==> config.mk <==
export PLATFORM = sky130hd
export DESIGN_NAME = topwm_timer
export DESIGN_NICKNAME = d
export VERILOG_FILES = /design/src/include/topwm_pkg.sv /design/src/hw/topwm_timer.sv
export SDC_FILE = /design/constraint.sdc
export NUM_CORES = 1
export LEC_CHECK = 0
export ABC_CLOCK_PERIOD_IN_PS = 2530
export BUFFER_PORTS_ARGS = -buffer_cell sky130_fd_sc_hd__buf_4
export CORE_MARGIN = 2
export CORE_UTILIZATION = 45
export CTS_BUF_LIST = sky130_fd_sc_hd__clkbuf_4
export DETAILED_ROUTE_END_ITERATION = 8
export GPL_ROUTABILITY_DRIVEN = 1
export PLACE_DENSITY_LB_ADDON = 0.15
export SLEW_MARGIN = 25
export SYNTH_ARGS = -nofsm -noshare
export SYNTH_HDL_FRONTEND = slang
export SYNTH_SLANG_ARGS = --single-unit
==> constraint.sdc <==
create_clock -name i_clk -period 2.53 [get_ports i_clk]
set_clock_uncertainty 0.1 [all_clocks]
set_input_delay 0.253 -clock i_clk [delete_from_list [all_inputs] [get_ports i_clk]]
set_output_delay 0.253 -clock i_clk [all_outputs]
set_load 0.03 [all_outputs]
==> src/include/topwm_pkg.sv <==
package topwm_pkg;

  // ==========================================================
  // Register byte offsets on the Avalon-MM slave.
  localparam logic [5:0] OFS_CTRL_FIRST = 6'h00;
  localparam logic [5:0] OFS_CTRL_SECOND = 6'h04;
  localparam logic [5:0] OFS_FLAGS = 6'h08;
  localparam logic [5:0] OFS_CMP1_HI = 6'h0c;
  localparam logic [5:0] OFS_CMP1_LO = 6'h10;
  localparam logic [5:0] OFS_CMP2_HI = 6'h14;
  localparam logic [5:0] OFS_CMP2_LO = 6'h18;
  localparam logic [5:0] OFS_CAP1_HI = 6'h1c;
  localparam logic [5:0] OFS_CAP1_LO = 6'h20;
  localparam logic [5:0] OFS_CAP2_HI = 6'h24;
  localparam logic [5:0] OFS_CAP2_LO = 6'h28;
  localparam logic [5:0] OFS_CNT_HI = 6'h2c;
  localparam logic [5:0] OFS_CNT_LO = 6'h30;

  // ==========================================================
  // Field positions of the first control register.
  localparam int B_CAP_IE = 7;
  localparam int B_MATCH_IE = 6;
  localparam int B_WRAP_IE = 5;
  localparam int B_LEVEL_B = 2;
  localparam int B_TRIG_POL = 1;
  localparam int B_LEVEL_A = 0;
  // Field positions of the second control register.
  localparam int B_PIN_EN = 7;
  localparam int B_PIN2_EN = 6;
  localparam int B_ONE_PULSE = 5;
  localparam int B_PWM = 4;
  localparam int B_TICK_LO = 2;
  localparam int B_EDGE2 = 1;
  localparam int B_EXT_EDGE = 0;
  // Index of each flag inside the internal flag vector.
  localparam int F_CAP_A = 0;
  localparam int F_MATCH_A = 1;
  localparam int F_WRAP = 2;
  localparam int F_CAP_B = 3;
  localparam int F_MATCH_B = 4;

  // ==========================================================
  // Reset and reload values.
  localparam logic [7:0] CTRL_RST = 8'h00;
  localparam logic [15:0] CMP_RST = 16'h8000;
  localparam logic [15:0] CNT_RST = 16'hfffc;
  localparam logic [15:0] CNT_RELOAD = 16'hfffc;
  localparam logic [15:0] OPM_CAPT = 16'hfffd;
  localparam logic [15:0] CNT_TOP = 16'hffff;

  // ==========================================================
  // Tick source encodings and prescaler masks.
  localparam logic [1:0] TICK_DIV4 = 2'h0;
  localparam logic [1:0] TICK_DIV2 = 2'h1;
  localparam logic [1:0] TICK_DIV8 = 2'h2;
  localparam logic [1:0] TICK_EXT = 2'h3;
  localparam logic [2:0] MASK_DIV2 = 3'h1;
  localparam logic [2:0] MASK_DIV4 = 3'h3;
  localparam logic [2:0] MASK_DIV8 = 3'h7;

  // Operating mode after the pulse and PWM bits are resolved.
  typedef enum logic [1:0] {TOPWM_FREE, TOPWM_ONE, TOPWM_PWM} topwm_mode_t;

endpackage

==> src/hw/topwm_timer.sv <==
`timescale 1ns/10ps

// Contract
// Trigger reloads FFFCh, captures FFFDh, sets flag.
// Trigger capture flag can request interrupt.
// Flag clears after status read then low access.
// One-pulse match drives after-pulse level.
// Pin holds pulse level, then after level.
// One-pulse never sets first match flag.
// PWM bit overrides one-pulse bit.
// Equal levels give a constant pin.
// Second capture works; trigger still resets counter.
// Second compare flags time; drives the second pin in free mode only.
// PWM compare values load at period end.
// PWM second match reloads FFFCh.
// PWM matches drive first, then second level.
// Positive pulse spans second minus first value.
// PWM sets neither match flag.
// PWM second match sets first capture flag.
// PWM disconnects trigger pin; second capture works.
// High-byte compare write inhibits until low write.
// Compare value gives value plus five ticks.
// Halt freezes counter; resumes after wake.
// Capture edge in halt is taken at exit.
// One request, grouped enables; not halt wake.
// One-pulse trigger edge polarity is selectable.
// Tick source is div4, div2, div8, external.
// Pin enable only routes waveform to pin.
module topwm_timer
  import topwm_pkg::*;
(
  input wire logic i_clk,
  input wire logic i_reset_n,
  input wire logic [5:0] i_avs_address,
  input wire logic i_avs_read,
  input wire logic i_avs_write,
  input wire logic [31:0] i_avs_writedata,
  input wire logic [3:0] i_avs_byteenable,
  output logic [31:0] o_avs_readdata,
  output logic o_avs_waitrequest,
  input wire logic i_trigger_input_pin,
  input wire logic i_second_capture_pin,
  input wire logic i_ext_tick,
  input wire logic i_halt,
  input wire logic i_irq_mask,
  output logic o_waveform_output_pin,
  output logic o_waveform_output_pin_oe,
  output logic o_match_b_pin,
  output logic o_match_b_pin_oe,
  output logic o_timer_irq
);

  // ==========================================================
  // State.
  logic [7:0] ctl1_q;
  logic [7:0] ctl2_q;
  logic timd_q;
  logic [15:0] cmp1_q;
  logic [15:0] cmp2_q;
  logic [15:0] cmp1_act_q;
  logic [15:0] cmp2_act_q;
  logic [1:0] inhibit_q;
  logic [15:0] cnt_q;
  logic [2:0] presc_q;
  logic [15:0] cap1_q;
  logic [15:0] cap2_q;
  logic [4:0] flag_q;
  logic [4:0] arm_q;
  logic [4:0] snap_q;
  logic halt_prev_q;
  logic hold_a_q;
  logic hold_b_q;
  logic trig_prev_q;
  logic cap2_prev_q;
  logic ext_prev_q;
  logic wave_q;
  logic wave_oe_q;
  logic pin2_q;
  logic pin2_oe_q;
  logic irq_q;
  logic wait_q;
  logic [31:0] rdata_q;
  logic [7:0] rd_d;

  topwm_mode_t mode;
  logic acc;
  logic wr;
  logic rd;
  logic trig_edge;
  logic cap2_edge;
  logic ext_edge;
  logic tick;
  logic [2:0] div_mask;
  logic m1;
  logic m2;
  logic halt_exit;
  logic opm_trig;
  logic capture1_now;
  logic capture2_now;
  logic pwm_wrap;
  logic [4:0] set_v;
  logic [4:0] clr_v;

  // Detects the selected edge between two samples of a pin.
  function automatic logic edge_hit(input logic prev, input logic cur,
                                    input logic rise);
    return rise ? (!prev && cur) : (prev && !cur);
  endfunction

  // True on the committing cycle of an access to one offset.
  function automatic logic hit(input logic [5:0] ofs, input logic a,
                               input logic [5:0] addr);
    return a && (addr == ofs);
  endfunction

  // ==========================================================
  // Bus handshake and decode.
  // A request is answered one edge after it is first seen.
  assign acc = !wait_q && (i_avs_read || i_avs_write);
  assign wr = acc && i_avs_write && i_avs_byteenable[0];
  assign rd = acc && i_avs_read;

  // Waitrequest drops for exactly one cycle per access.
  always_ff @(posedge i_clk) begin
    if (!i_reset_n) begin
      wait_q <= 1'b1;
    end else if (wait_q && (i_avs_read || i_avs_write)) begin
      wait_q <= 1'b0;
    end else begin
      wait_q <= 1'b1;
    end
  end

  // Read mux; unmapped offsets read as zero.
  always_comb begin
    rd_d = 8'h00;
    unique case (i_avs_address)
      OFS_CTRL_FIRST: rd_d = ctl1_q;
      OFS_CTRL_SECOND: rd_d = ctl2_q;
      OFS_FLAGS: rd_d = {flag_q[F_CAP_A], flag_q[F_MATCH_A],
                         flag_q[F_WRAP], flag_q[F_CAP_B],
                         flag_q[F_MATCH_B], timd_q, 2'h0};
      OFS_CMP1_HI: rd_d = cmp1_q[15:8];
      OFS_CMP1_LO: rd_d = cmp1_q[7:0];
      OFS_CMP2_HI: rd_d = cmp2_q[15:8];
      OFS_CMP2_LO: rd_d = cmp2_q[7:0];
      OFS_CAP1_HI: rd_d = cap1_q[15:8];
      OFS_CAP1_LO: rd_d = cap1_q[7:0];
      OFS_CAP2_HI: rd_d = cap2_q[15:8];
      OFS_CAP2_LO: rd_d = cap2_q[7:0];
      OFS_CNT_HI: rd_d = cnt_q[15:8];
      OFS_CNT_LO: rd_d = cnt_q[7:0];
      default: rd_d = 8'h00;
    endcase
  end

  // Read data and the flag snapshot that software actually sees.
  always_ff @(posedge i_clk) begin
    if (!i_reset_n) begin
      rdata_q <= 32'h0000_0000;
      snap_q <= 5'h00;
    end else if (wait_q && i_avs_read) begin
      rdata_q <= {24'h00_0000, rd_d};
      snap_q <= flag_q;
    end
  end

  // ==========================================================
  // Control registers.
  always_ff @(posedge i_clk) begin
    if (!i_reset_n) begin
      ctl1_q <= CTRL_RST;
      ctl2_q <= CTRL_RST;
      timd_q <= 1'b0;
    end else if (wr) begin
      if (i_avs_address == OFS_CTRL_FIRST) begin
        ctl1_q <= i_avs_writedata[7:0];
      end
      if (i_avs_address == OFS_CTRL_SECOND) begin
        ctl2_q <= i_avs_writedata[7:0];
      end
      if (i_avs_address == OFS_FLAGS) begin
        timd_q <= i_avs_writedata[2];
      end
    end
  end

  // Mode resolution; PWM wins when both bits are set.
  always_comb begin
    if (ctl2_q[B_PWM]) begin
      mode = TOPWM_PWM;
    end else if (ctl2_q[B_ONE_PULSE]) begin
      mode = TOPWM_ONE;
    end else begin
      mode = TOPWM_FREE;
    end
  end

  // ==========================================================
  // Tick generation.
  // Prescaler mask per source; external ticks use edges.
  always_comb begin
    unique case (ctl2_q[B_TICK_LO +: 2])
      TICK_DIV2: div_mask = MASK_DIV2;
      TICK_DIV8: div_mask = MASK_DIV8;
      default: div_mask = MASK_DIV4;
    endcase
  end

  assign ext_edge = edge_hit(ext_prev_q, i_ext_tick, ctl2_q[B_EXT_EDGE]);
  // Halt and timer disable both stop the tick.
  assign tick = !i_halt && !timd_q &&
                ((ctl2_q[B_TICK_LO +: 2] == TICK_EXT) ? ext_edge
                 : ((presc_q & div_mask) == div_mask));

  // Prescaler runs freely unless halted or disabled.
  always_ff @(posedge i_clk) begin
    if (!i_reset_n) begin
      presc_q <= 3'h0;
    end else if (!i_halt && !timd_q) begin
      presc_q <= presc_q + 3'h1;
    end
  end

  // Pin history used for edge detection.
  always_ff @(posedge i_clk) begin
    if (!i_reset_n) begin
      trig_prev_q <= 1'b0;
      cap2_prev_q <= 1'b0;
      ext_prev_q <= 1'b0;
      halt_prev_q <= 1'b0;
    end else begin
      trig_prev_q <= i_trigger_input_pin;
      cap2_prev_q <= i_second_capture_pin;
      ext_prev_q <= i_ext_tick;
      halt_prev_q <= i_halt;
    end
  end

  // ==========================================================
  // Events.
  assign trig_edge = edge_hit(trig_prev_q, i_trigger_input_pin,
                              ctl1_q[B_TRIG_POL]);
  assign cap2_edge = edge_hit(cap2_prev_q, i_second_capture_pin,
                              ctl2_q[B_EDGE2]);
  assign halt_exit = halt_prev_q && !i_halt;
  // Matches are taken on the tick that leaves the matching count.
  assign m1 = tick && (cnt_q == cmp1_act_q) && !inhibit_q[0];
  assign m2 = tick && (cnt_q == cmp2_act_q) && !inhibit_q[1];
  assign pwm_wrap = (mode == TOPWM_PWM) && m2;
  assign opm_trig = (mode == TOPWM_ONE) && trig_edge &&
                    !i_halt && !timd_q;
  // The trigger pin captures the count only in free mode.
  assign capture1_now = (mode == TOPWM_FREE) &&
                        ((trig_edge && !i_halt) ||
                         (halt_exit && hold_a_q));
  assign capture2_now = (cap2_edge && !i_halt) ||
                        (halt_exit && hold_b_q);

  // Edges seen during halt stay armed until the wake-up.
  always_ff @(posedge i_clk) begin
    if (!i_reset_n) begin
      hold_a_q <= 1'b0;
      hold_b_q <= 1'b0;
    end else if (halt_exit) begin
      hold_a_q <= 1'b0;
      hold_b_q <= 1'b0;
    end else if (i_halt) begin
      hold_a_q <= hold_a_q || ((mode == TOPWM_FREE) && trig_edge);
      hold_b_q <= hold_b_q || cap2_edge;
    end
  end

  // ==========================================================
  // Free-running counter.
  always_ff @(posedge i_clk) begin
    if (!i_reset_n) begin
      cnt_q <= CNT_RST;
    end else if (opm_trig || pwm_wrap) begin
      cnt_q <= CNT_RELOAD;
    end else if (wr && (i_avs_address == OFS_CNT_LO)) begin
      cnt_q <= CNT_RST;
    end else if (tick) begin
      cnt_q <= cnt_q + 16'h0001;
    end
  end

  // ==========================================================
  // Compare registers, inhibit and the PWM shadow copies.
  always_ff @(posedge i_clk) begin
    if (!i_reset_n) begin
      cmp1_q <= CMP_RST;
      cmp2_q <= CMP_RST;
      inhibit_q <= 2'h0;
    end else if (wr) begin
      unique case (i_avs_address)
        OFS_CMP1_HI: begin
          cmp1_q[15:8] <= i_avs_writedata[7:0];
          inhibit_q[0] <= 1'b1;
        end
        OFS_CMP1_LO: begin
          cmp1_q[7:0] <= i_avs_writedata[7:0];
          inhibit_q[0] <= 1'b0;
        end
        OFS_CMP2_HI: begin
          cmp2_q[15:8] <= i_avs_writedata[7:0];
          inhibit_q[1] <= 1'b1;
        end
        OFS_CMP2_LO: begin
          cmp2_q[7:0] <= i_avs_writedata[7:0];
          inhibit_q[1] <= 1'b0;
        end
        default: begin
        end
      endcase
    end
  end

  // In PWM the active values change only at the period end.
  always_ff @(posedge i_clk) begin
    if (!i_reset_n) begin
      cmp1_act_q <= CMP_RST;
      cmp2_act_q <= CMP_RST;
    end else if ((mode != TOPWM_PWM) || m2) begin
      cmp1_act_q <= cmp1_q;
      cmp2_act_q <= cmp2_q;
    end
  end

  // ==========================================================
  // Capture registers.
  always_ff @(posedge i_clk) begin
    if (!i_reset_n) begin
      cap1_q <= 16'h0000;
      cap2_q <= 16'h0000;
    end else begin
      if (opm_trig) begin
        cap1_q <= OPM_CAPT;
      end else if (capture1_now) begin
        cap1_q <= cnt_q;
      end
      if (capture2_now) begin
        cap2_q <= cnt_q;
      end
    end
  end

  // ==========================================================
  // Flags and their two-step clear.
  always_comb begin
    set_v = 5'h00;
    set_v[F_CAP_A] = capture1_now || opm_trig || pwm_wrap;
    set_v[F_MATCH_A] = m1 && (mode == TOPWM_FREE);
    set_v[F_WRAP] = tick && (cnt_q == CNT_TOP) && !pwm_wrap;
    set_v[F_CAP_B] = capture2_now;
    set_v[F_MATCH_B] = m2 && (mode != TOPWM_PWM);
    clr_v = 5'h00;
    clr_v[F_CAP_A] = hit(OFS_CAP1_LO, acc, i_avs_address);
    clr_v[F_MATCH_A] = hit(OFS_CMP1_LO, acc, i_avs_address);
    clr_v[F_WRAP] = hit(OFS_CNT_LO, acc, i_avs_address);
    clr_v[F_CAP_B] = hit(OFS_CAP2_LO, acc, i_avs_address);
    clr_v[F_MATCH_B] = hit(OFS_CMP2_LO, acc, i_avs_address);
    clr_v = clr_v & arm_q;
  end

  // A set in the clearing cycle wins over the clear.
  always_ff @(posedge i_clk) begin
    if (!i_reset_n) begin
      flag_q <= 5'h00;
    end else begin
      flag_q <= (flag_q & ~clr_v) | set_v;
    end
  end

  // Status reads arm the clear for each flag seen set.
  always_ff @(posedge i_clk) begin
    if (!i_reset_n) begin
      arm_q <= 5'h00;
    end else if (rd && (i_avs_address == OFS_FLAGS)) begin
      arm_q <= (arm_q & ~clr_v) | snap_q;
    end else begin
      arm_q <= arm_q & ~clr_v;
    end
  end

  // ==========================================================
  // Waveform pins; the enable only routes the level out.
  always_ff @(posedge i_clk) begin
    if (!i_reset_n) begin
      wave_q <= 1'b0;
      pin2_q <= 1'b0;
    end else begin
      if (opm_trig) begin
        wave_q <= ctl1_q[B_LEVEL_B];
      end else if (pwm_wrap) begin
        wave_q <= ctl1_q[B_LEVEL_B];
      end else if (m1) begin
        wave_q <= ctl1_q[B_LEVEL_A]; // see R4, see R14
      end
      if ((mode == TOPWM_FREE) && m2) begin
        pin2_q <= ctl1_q[B_LEVEL_B];
      end
    end
  end

  // Output enables follow the pin enables and timer disable; the second also needs free mode.
  always_ff @(posedge i_clk) begin
    if (!i_reset_n) begin
      wave_oe_q <= 1'b0;
      pin2_oe_q <= 1'b0;
    end else begin
      wave_oe_q <= ctl2_q[B_PIN_EN] && !timd_q;
      pin2_oe_q <= ctl2_q[B_PIN2_EN] && !timd_q &&
                   (mode == TOPWM_FREE);
    end
  end

  // One shared request gated by group enables and the mask.
  always_ff @(posedge i_clk) begin
    if (!i_reset_n) begin
      irq_q <= 1'b0;
    end else begin
      irq_q <= !i_irq_mask &&
        ((ctl1_q[B_CAP_IE] && (flag_q[F_CAP_A] || flag_q[F_CAP_B])) ||
         (ctl1_q[B_MATCH_IE] &&
          (flag_q[F_MATCH_A] || flag_q[F_MATCH_B])) ||
         (ctl1_q[B_WRAP_IE] && flag_q[F_WRAP])); // see R2
    end
  end

  assign o_avs_readdata = rdata_q;
  assign o_avs_waitrequest = wait_q;
  assign o_waveform_output_pin = wave_q;
  assign o_waveform_output_pin_oe = wave_oe_q;
  assign o_match_b_pin = pin2_q;
  assign o_match_b_pin_oe = pin2_oe_q;
  assign o_timer_irq = irq_q;

  // ==========================================================
  // Checks.
  AST_OPM_TRIGGER: assert property (@(posedge i_clk)
    disable iff (!i_reset_n) opm_trig |=>
    (cnt_q == CNT_RELOAD) && (cap1_q == OPM_CAPT) && flag_q[F_CAP_A])
    else $error("one-pulse trigger did not reload and capture");
  AST_OPM_LEVEL: assert property (@(posedge i_clk)
    disable iff (!i_reset_n) opm_trig |=> wave_q == ctl1_q[B_LEVEL_B])
    else $error("pulse level not driven after trigger");
  AST_PWM_RELOAD: assert property (@(posedge i_clk)
    disable iff (!i_reset_n) pwm_wrap |=>
    (cnt_q == CNT_RELOAD) && flag_q[F_CAP_A])
    else $error("PWM period end did not reload counter");
  AST_MATCH_A_FREE: assert property (@(posedge i_clk)
    disable iff (!i_reset_n)
    $rose(flag_q[F_MATCH_A]) |-> $past(mode) == TOPWM_FREE)
    else $error("first match flag set outside free mode");
  AST_MATCH_B_PWM: assert property (@(posedge i_clk)
    disable iff (!i_reset_n)
    $rose(flag_q[F_MATCH_B]) |-> $past(mode) != TOPWM_PWM)
    else $error("second match flag set in PWM mode");
  AST_HALT_FROZEN: assert property (@(posedge i_clk)
    disable iff (!i_reset_n)
    i_halt && !wr |=> cnt_q == $past(cnt_q))
    else $error("counter moved during halt");
  AST_INHIBIT: assert property (@(posedge i_clk)
    disable iff (!i_reset_n)
    wr && (i_avs_address == OFS_CMP1_HI) |=> ##1 !m1)
    else $error("compare ran after high byte write");
  AST_CLEAR_ARMED: assert property (@(posedge i_clk)
    disable iff (!i_reset_n)
    $fell(flag_q[F_CAP_A]) |-> $past(arm_q[F_CAP_A]))
    else $error("capture flag cleared without status read");
  AST_IRQ: assert property (@(posedge i_clk)
    disable iff (!i_reset_n)
    flag_q[F_CAP_A] && ctl1_q[B_CAP_IE] && !i_irq_mask |=> o_timer_irq)
    else $error("capture interrupt not requested");
  AST_PIN_OE: assert property (@(posedge i_clk)
    disable iff (!i_reset_n)
    !ctl2_q[B_PIN_EN] |=> !o_waveform_output_pin_oe)
    else $error("pin driven while routing disabled");

endmodule

==> PnR_summary.wiki <==
{| class="wikitable"
! Metric !! Value
|-
| Result of the run || finished with violations
|-
| Violations in the final reports || setup timing
|-
| Net switching power || approximately 1200 uW
|-
| Number of detailed-route iterations in the first pass || 5
|-
| Site row count || 48
|-
| Total power divided by cell area || between 500 and 600 mW/mm^2
|-
| Measured slew at the worst slew-check pin || between 0.8 and 0.9 ns
|-
| Sequential fraction of design power || about three fifths
|-
| Placeable core region || between 0.015 and 0.02 mm^2
|-
| Most numerous cell types in the synthesized netlist || 169 x dfxtp_1, 142 x nor2_1, 104 x mux2i_1, 58 x nand2_1, 40 x xor2_1
|-
| TritonCTS clock tree || built
|-
| Number of standard cells after synthesis || 825
|-
| Library cell with the largest summed area after synthesis || dfxtp_1
|-
| Mean post-synth cell area || 9.52 um^2
|-
| Port bufs || 37
|-
| Cell with the most instances after synthesis || dfxtp_1
|-
| End point of the critical path || o_waveform_output_pin$_SDFFE_PN0P_
|-
| Share of Yosys cell area claimed by the top area cell type || a little over two fifths
|-
| Total number of vias || 6192
|-
| Total global-route track usage || approximately a quarter
|-
| Sequential area share after synthesis || about 43%
|-
| Switching part of the total || 26.4%
|-
| Pins over their slew limit || 0
|-
| Post-layout net count || 935
|-
| Worst reg2reg path depth || 8
|-
| Routed length per placed instance || ~19 um
|-
| Capturing element type of the critical path || flop
|-
| Area grow syn2layout || 12.5%
|-
| Synthesis warning total || 0
|-
| Max rail drop VDD || between 0.2 and 0.3 mV
|-
| Rel. slew slack || a little under half
|-
| Leakage power || between 0.003 and 0.004 uW
|-
| Initial antenna violation count || 1
|-
| Max Cap Viol || 0
|-
| Worst endpoint required time || just under 3 ns
|-
| Int Power || between 3000 and 4000 uW
|-
| Count of flip-flops with a built-in enable after synthesis || 0
|-
| I/O pin total || 89
|-
| Final min period || 2.55 ns
|-
| Biggest area contributors in the synthesized netlist || dfxtp_1 43%, mux2i_1 13%, nor2_1 6.8%
|-
| FF-to-FF Start || cnt_q[15]$_SDFFE_PP1N_
|-
| Die Y-Extent || 136 um
|-
| Placer congestion estimate || around 0.88
|-
| Data arrival, critical path || 2.94 ns
|-
| Standard cell with the maximum stage delay on the critical path || nor4_1
|-
| Relative contribution of the clock network to total power || between 30% and 40%
|-
| RSZ-0062 raised after global routing || false
|-
| Total detailed-routing wirelength || 21.7 mm
|-
| Worst setup path category || flop to flop
|-
| CTS Buffer Depth || 2
|-
| Number of buffers added by the clock tree synthesis step || 17
|-
| Vias in the first global route || between 5000 and 6000
|-
| Antenna Violating Nets Remaining || 0
|-
| Placed cell count || 1066
|-
| Finish-stage setup viols || 1
|-
| Combinational cell fraction of total power || under 10%
|-
| Type of the most critical hold path || input pin to flop
|-
| Clk Latency, worst-skew pair || 0.59 ns
|-
| Initial core utilization || 45.7%
|-
| Distinct cell type count after synthesis || 61
|-
| Clock tree root buffer cell || clkbuf_4
|-
| TritonCTS sink count || ~170
|-
| Post-route setup slack || -0.0195 ns
|-
| Series of cell instances along the critical path || buf_4 > xor2_1 > nor4_1 > nand4_1 > nor4_1 > buf_4 > mux2i_1 > a21oi_1
|-
| Max incr delay on CP || between 0.5 and 0.6 ns
|-
| Overall power consumption || approximately 4700 uW
|-
| Resize count post-CTS || 0
|-
| Flop2flop setup slack || -0.02 ns
|-
| Final hold violation count || 0
|-
| Period utilization || 101%
|-
| Worst Path Max Fanout || 6
|-
| Detailed router's first-iteration violation count || 513
|-
| Nature of the critical path startpoint || flop
|-
| Mean number of vias per cell || roughly 5.5
|-
| Largest net degree at the start of global routing || approximately 130
|-
| Highest Clock Rate || between 300 and 400 MHz
|-
| CP Launch Point || cnt_q[15]$_SDFFE_PP1N_
|-
| First-pass GRT wire length || ~34 mm
|-
| Final cell utilization of the core || between 50% and 60%
|-
| Share of async-settable or async-resettable flops after synthesis || 0%
|-
| Final Instance Count excl. Fillers || about 1100
|-
| Residual overflow from global routing || 0
|-
| Layout cell share with drive strength beyond 1 || ~16%
|-
| Total standard cell area after synthesis || around 0.008 mm^2
|-
| Die footprint || 0.0185 mm^2
|-
| Destination of the worst register-to-register timing path || o_waveform_output_pin$_SDFFE_PN0P_
|-
| Remaining DRCs || 0
|-
| Final worst hold slack || 0.107 ns
|-
| Number of register bits inferred by synthesis || 169
|-
| CTS HTree Levels || 4
|-
| Synth Flop Type || dfxtp_1
|-
| Post-DP HPWL || about 15 mm
|-
| Width of the die || about 140 um
|-
| CTS clk-pin slew, worst paths || around 0.14 ns
|}
## cells in the final DEF, fill, tap and decap left out, types with 9 or more instances in the layout
cell type / n
nand2_1: 58
clkbuf_4: 18
nor2_1: 142
nor3_1: 9
a21oi_1: 21
mux2i_1: 104
o21ai_0: 16
nand3_1: 15
nand4_1: 13
dlygate4sd3_1: 22
nor4_1: 9
buf_4: 73
dfxtp_1: 169
a211oi_1: 15
and3_1: 10
xor2_1: 40
conb_1: 24
mux4_2: 15
a22oi_1: 19
## flip-flops by register name (all words and copies together) (netlist names), 5 cells and up
register and flops:
cap2_q 16, cmp2_act_q 16, ctl1_q 8, cmp1_act_q 16
o_avs_readdata 8, cmp2_q 16, ctl2_q 8, cap1_q 16
cmp1_q 16, cnt_q 16, arm_q 5, snap_q 5
flag_q 5
## per-stage QoR
stage / TNS, ns / setup WS (ns) / area (um^2)
after CTS: 0 / 0.148 / 8830
after global routing: 0 / 0.0104 / 8840
after global placement: 0 / 0.177 / 8330
final: -0.0195 / -0.0195 / 8840
after detailed placement: 0 / 0.175 / 8330
after floorplan: 0 / 0.330 / 7940
## logic make-up (layout without fill, tap and decap cells)
kind of cell / count (synthesis) / after routing / synth area share (%)
other: 1 / 25 / 0.0477
muxes: 123 / 123 / 18.1
AOI/OAI and AO/OA: 102 / 102 / 9.35
buffers and inverters: 87 / 134 / 6.63
and+or+nand+nor: 294 / 294 / 17.2
DFF: 169 / 169 / 43.1
adders and majority gates: 2 / 2 / 0.319
xor gates and xnor gates: 47 / 47 / 5.24
## final cells by class
class | count | area, um^2
diodes | 1 | 2.50
clock buffers | 18 | 135
clock inverters | 14 | 149
fillers | 1622 | 8340
inverters | 4 | 17.5
multi-input cells | 592 | 4040
flip-flops and latches | 169 | 3380
well taps | 225 | 282
repair buffers | 98 | 828
## worst min path at each step
| stage | from | endpoint | slack [ns] | depth (start not counted) |
|---|---|---|---|---|
| 2_1_floorplan | i_irq_mask | o_timer_irq$_SDFF_PN0_ | 0.23 | 1 |
| 3_3_place_gp | i_irq_mask | o_timer_irq$_SDFF_PN0_ | 0.33 | 2 |
| 3_5_place_dp | i_irq_mask | o_timer_irq$_SDFF_PN0_ | 0.33 | 2 |
| 4_1_cts | i_avs_address[4] | timd_q$_SDFFE_PN0P_ | 0.08 | 5 |
| 5_1_grt | i_avs_address[4] | timd_q$_SDFFE_PN0P_ | 0.12 | 5 |
| 6_report | i_avs_address[5] | arm_q[3]$_SDFF_PN0_ | 0.11 | 6 |
## power groups by stage
| stage | logic, uW | clock network (uW) | registers [uW] |
|---|---|---|---|
| floorplan | 257 | 0 | 2770 |
| global placement | 338 | 0 | 2770 |
| detailed placement | 344 | 0 | 2770 |
| CTS | 371 | 1610 | 2710 |
| global route | 403 | 1740 | 2720 |
| finish | 373 | 1580 | 2710 |
## what timing repair did
item / in CTS / in global routing
hold buffers: 22 / 0
setup endpoints to repair: 0 / 0
setup buffers: 0 / 0
endpoints found under the hold margin: 71 / 0
## per-layer routing
layer  global-route usage [%]  wire, um
met5                        0         0
met3                     4.33      1150
met2                     39.9     10400
met4                     10.0       637
met1                     32.1      9490
## worst max-delay path, delay by kind of cell, from the launching register on
family	cells	cell delay [ns]
simple gates	3	1.15
flops	1	0.35
compound gates	1	0.08
buf+inv	2	0.38
xor+xnor	1	0.20
mux	1	0.18
No activity file was read; power rests on OpenSTA's default activity.
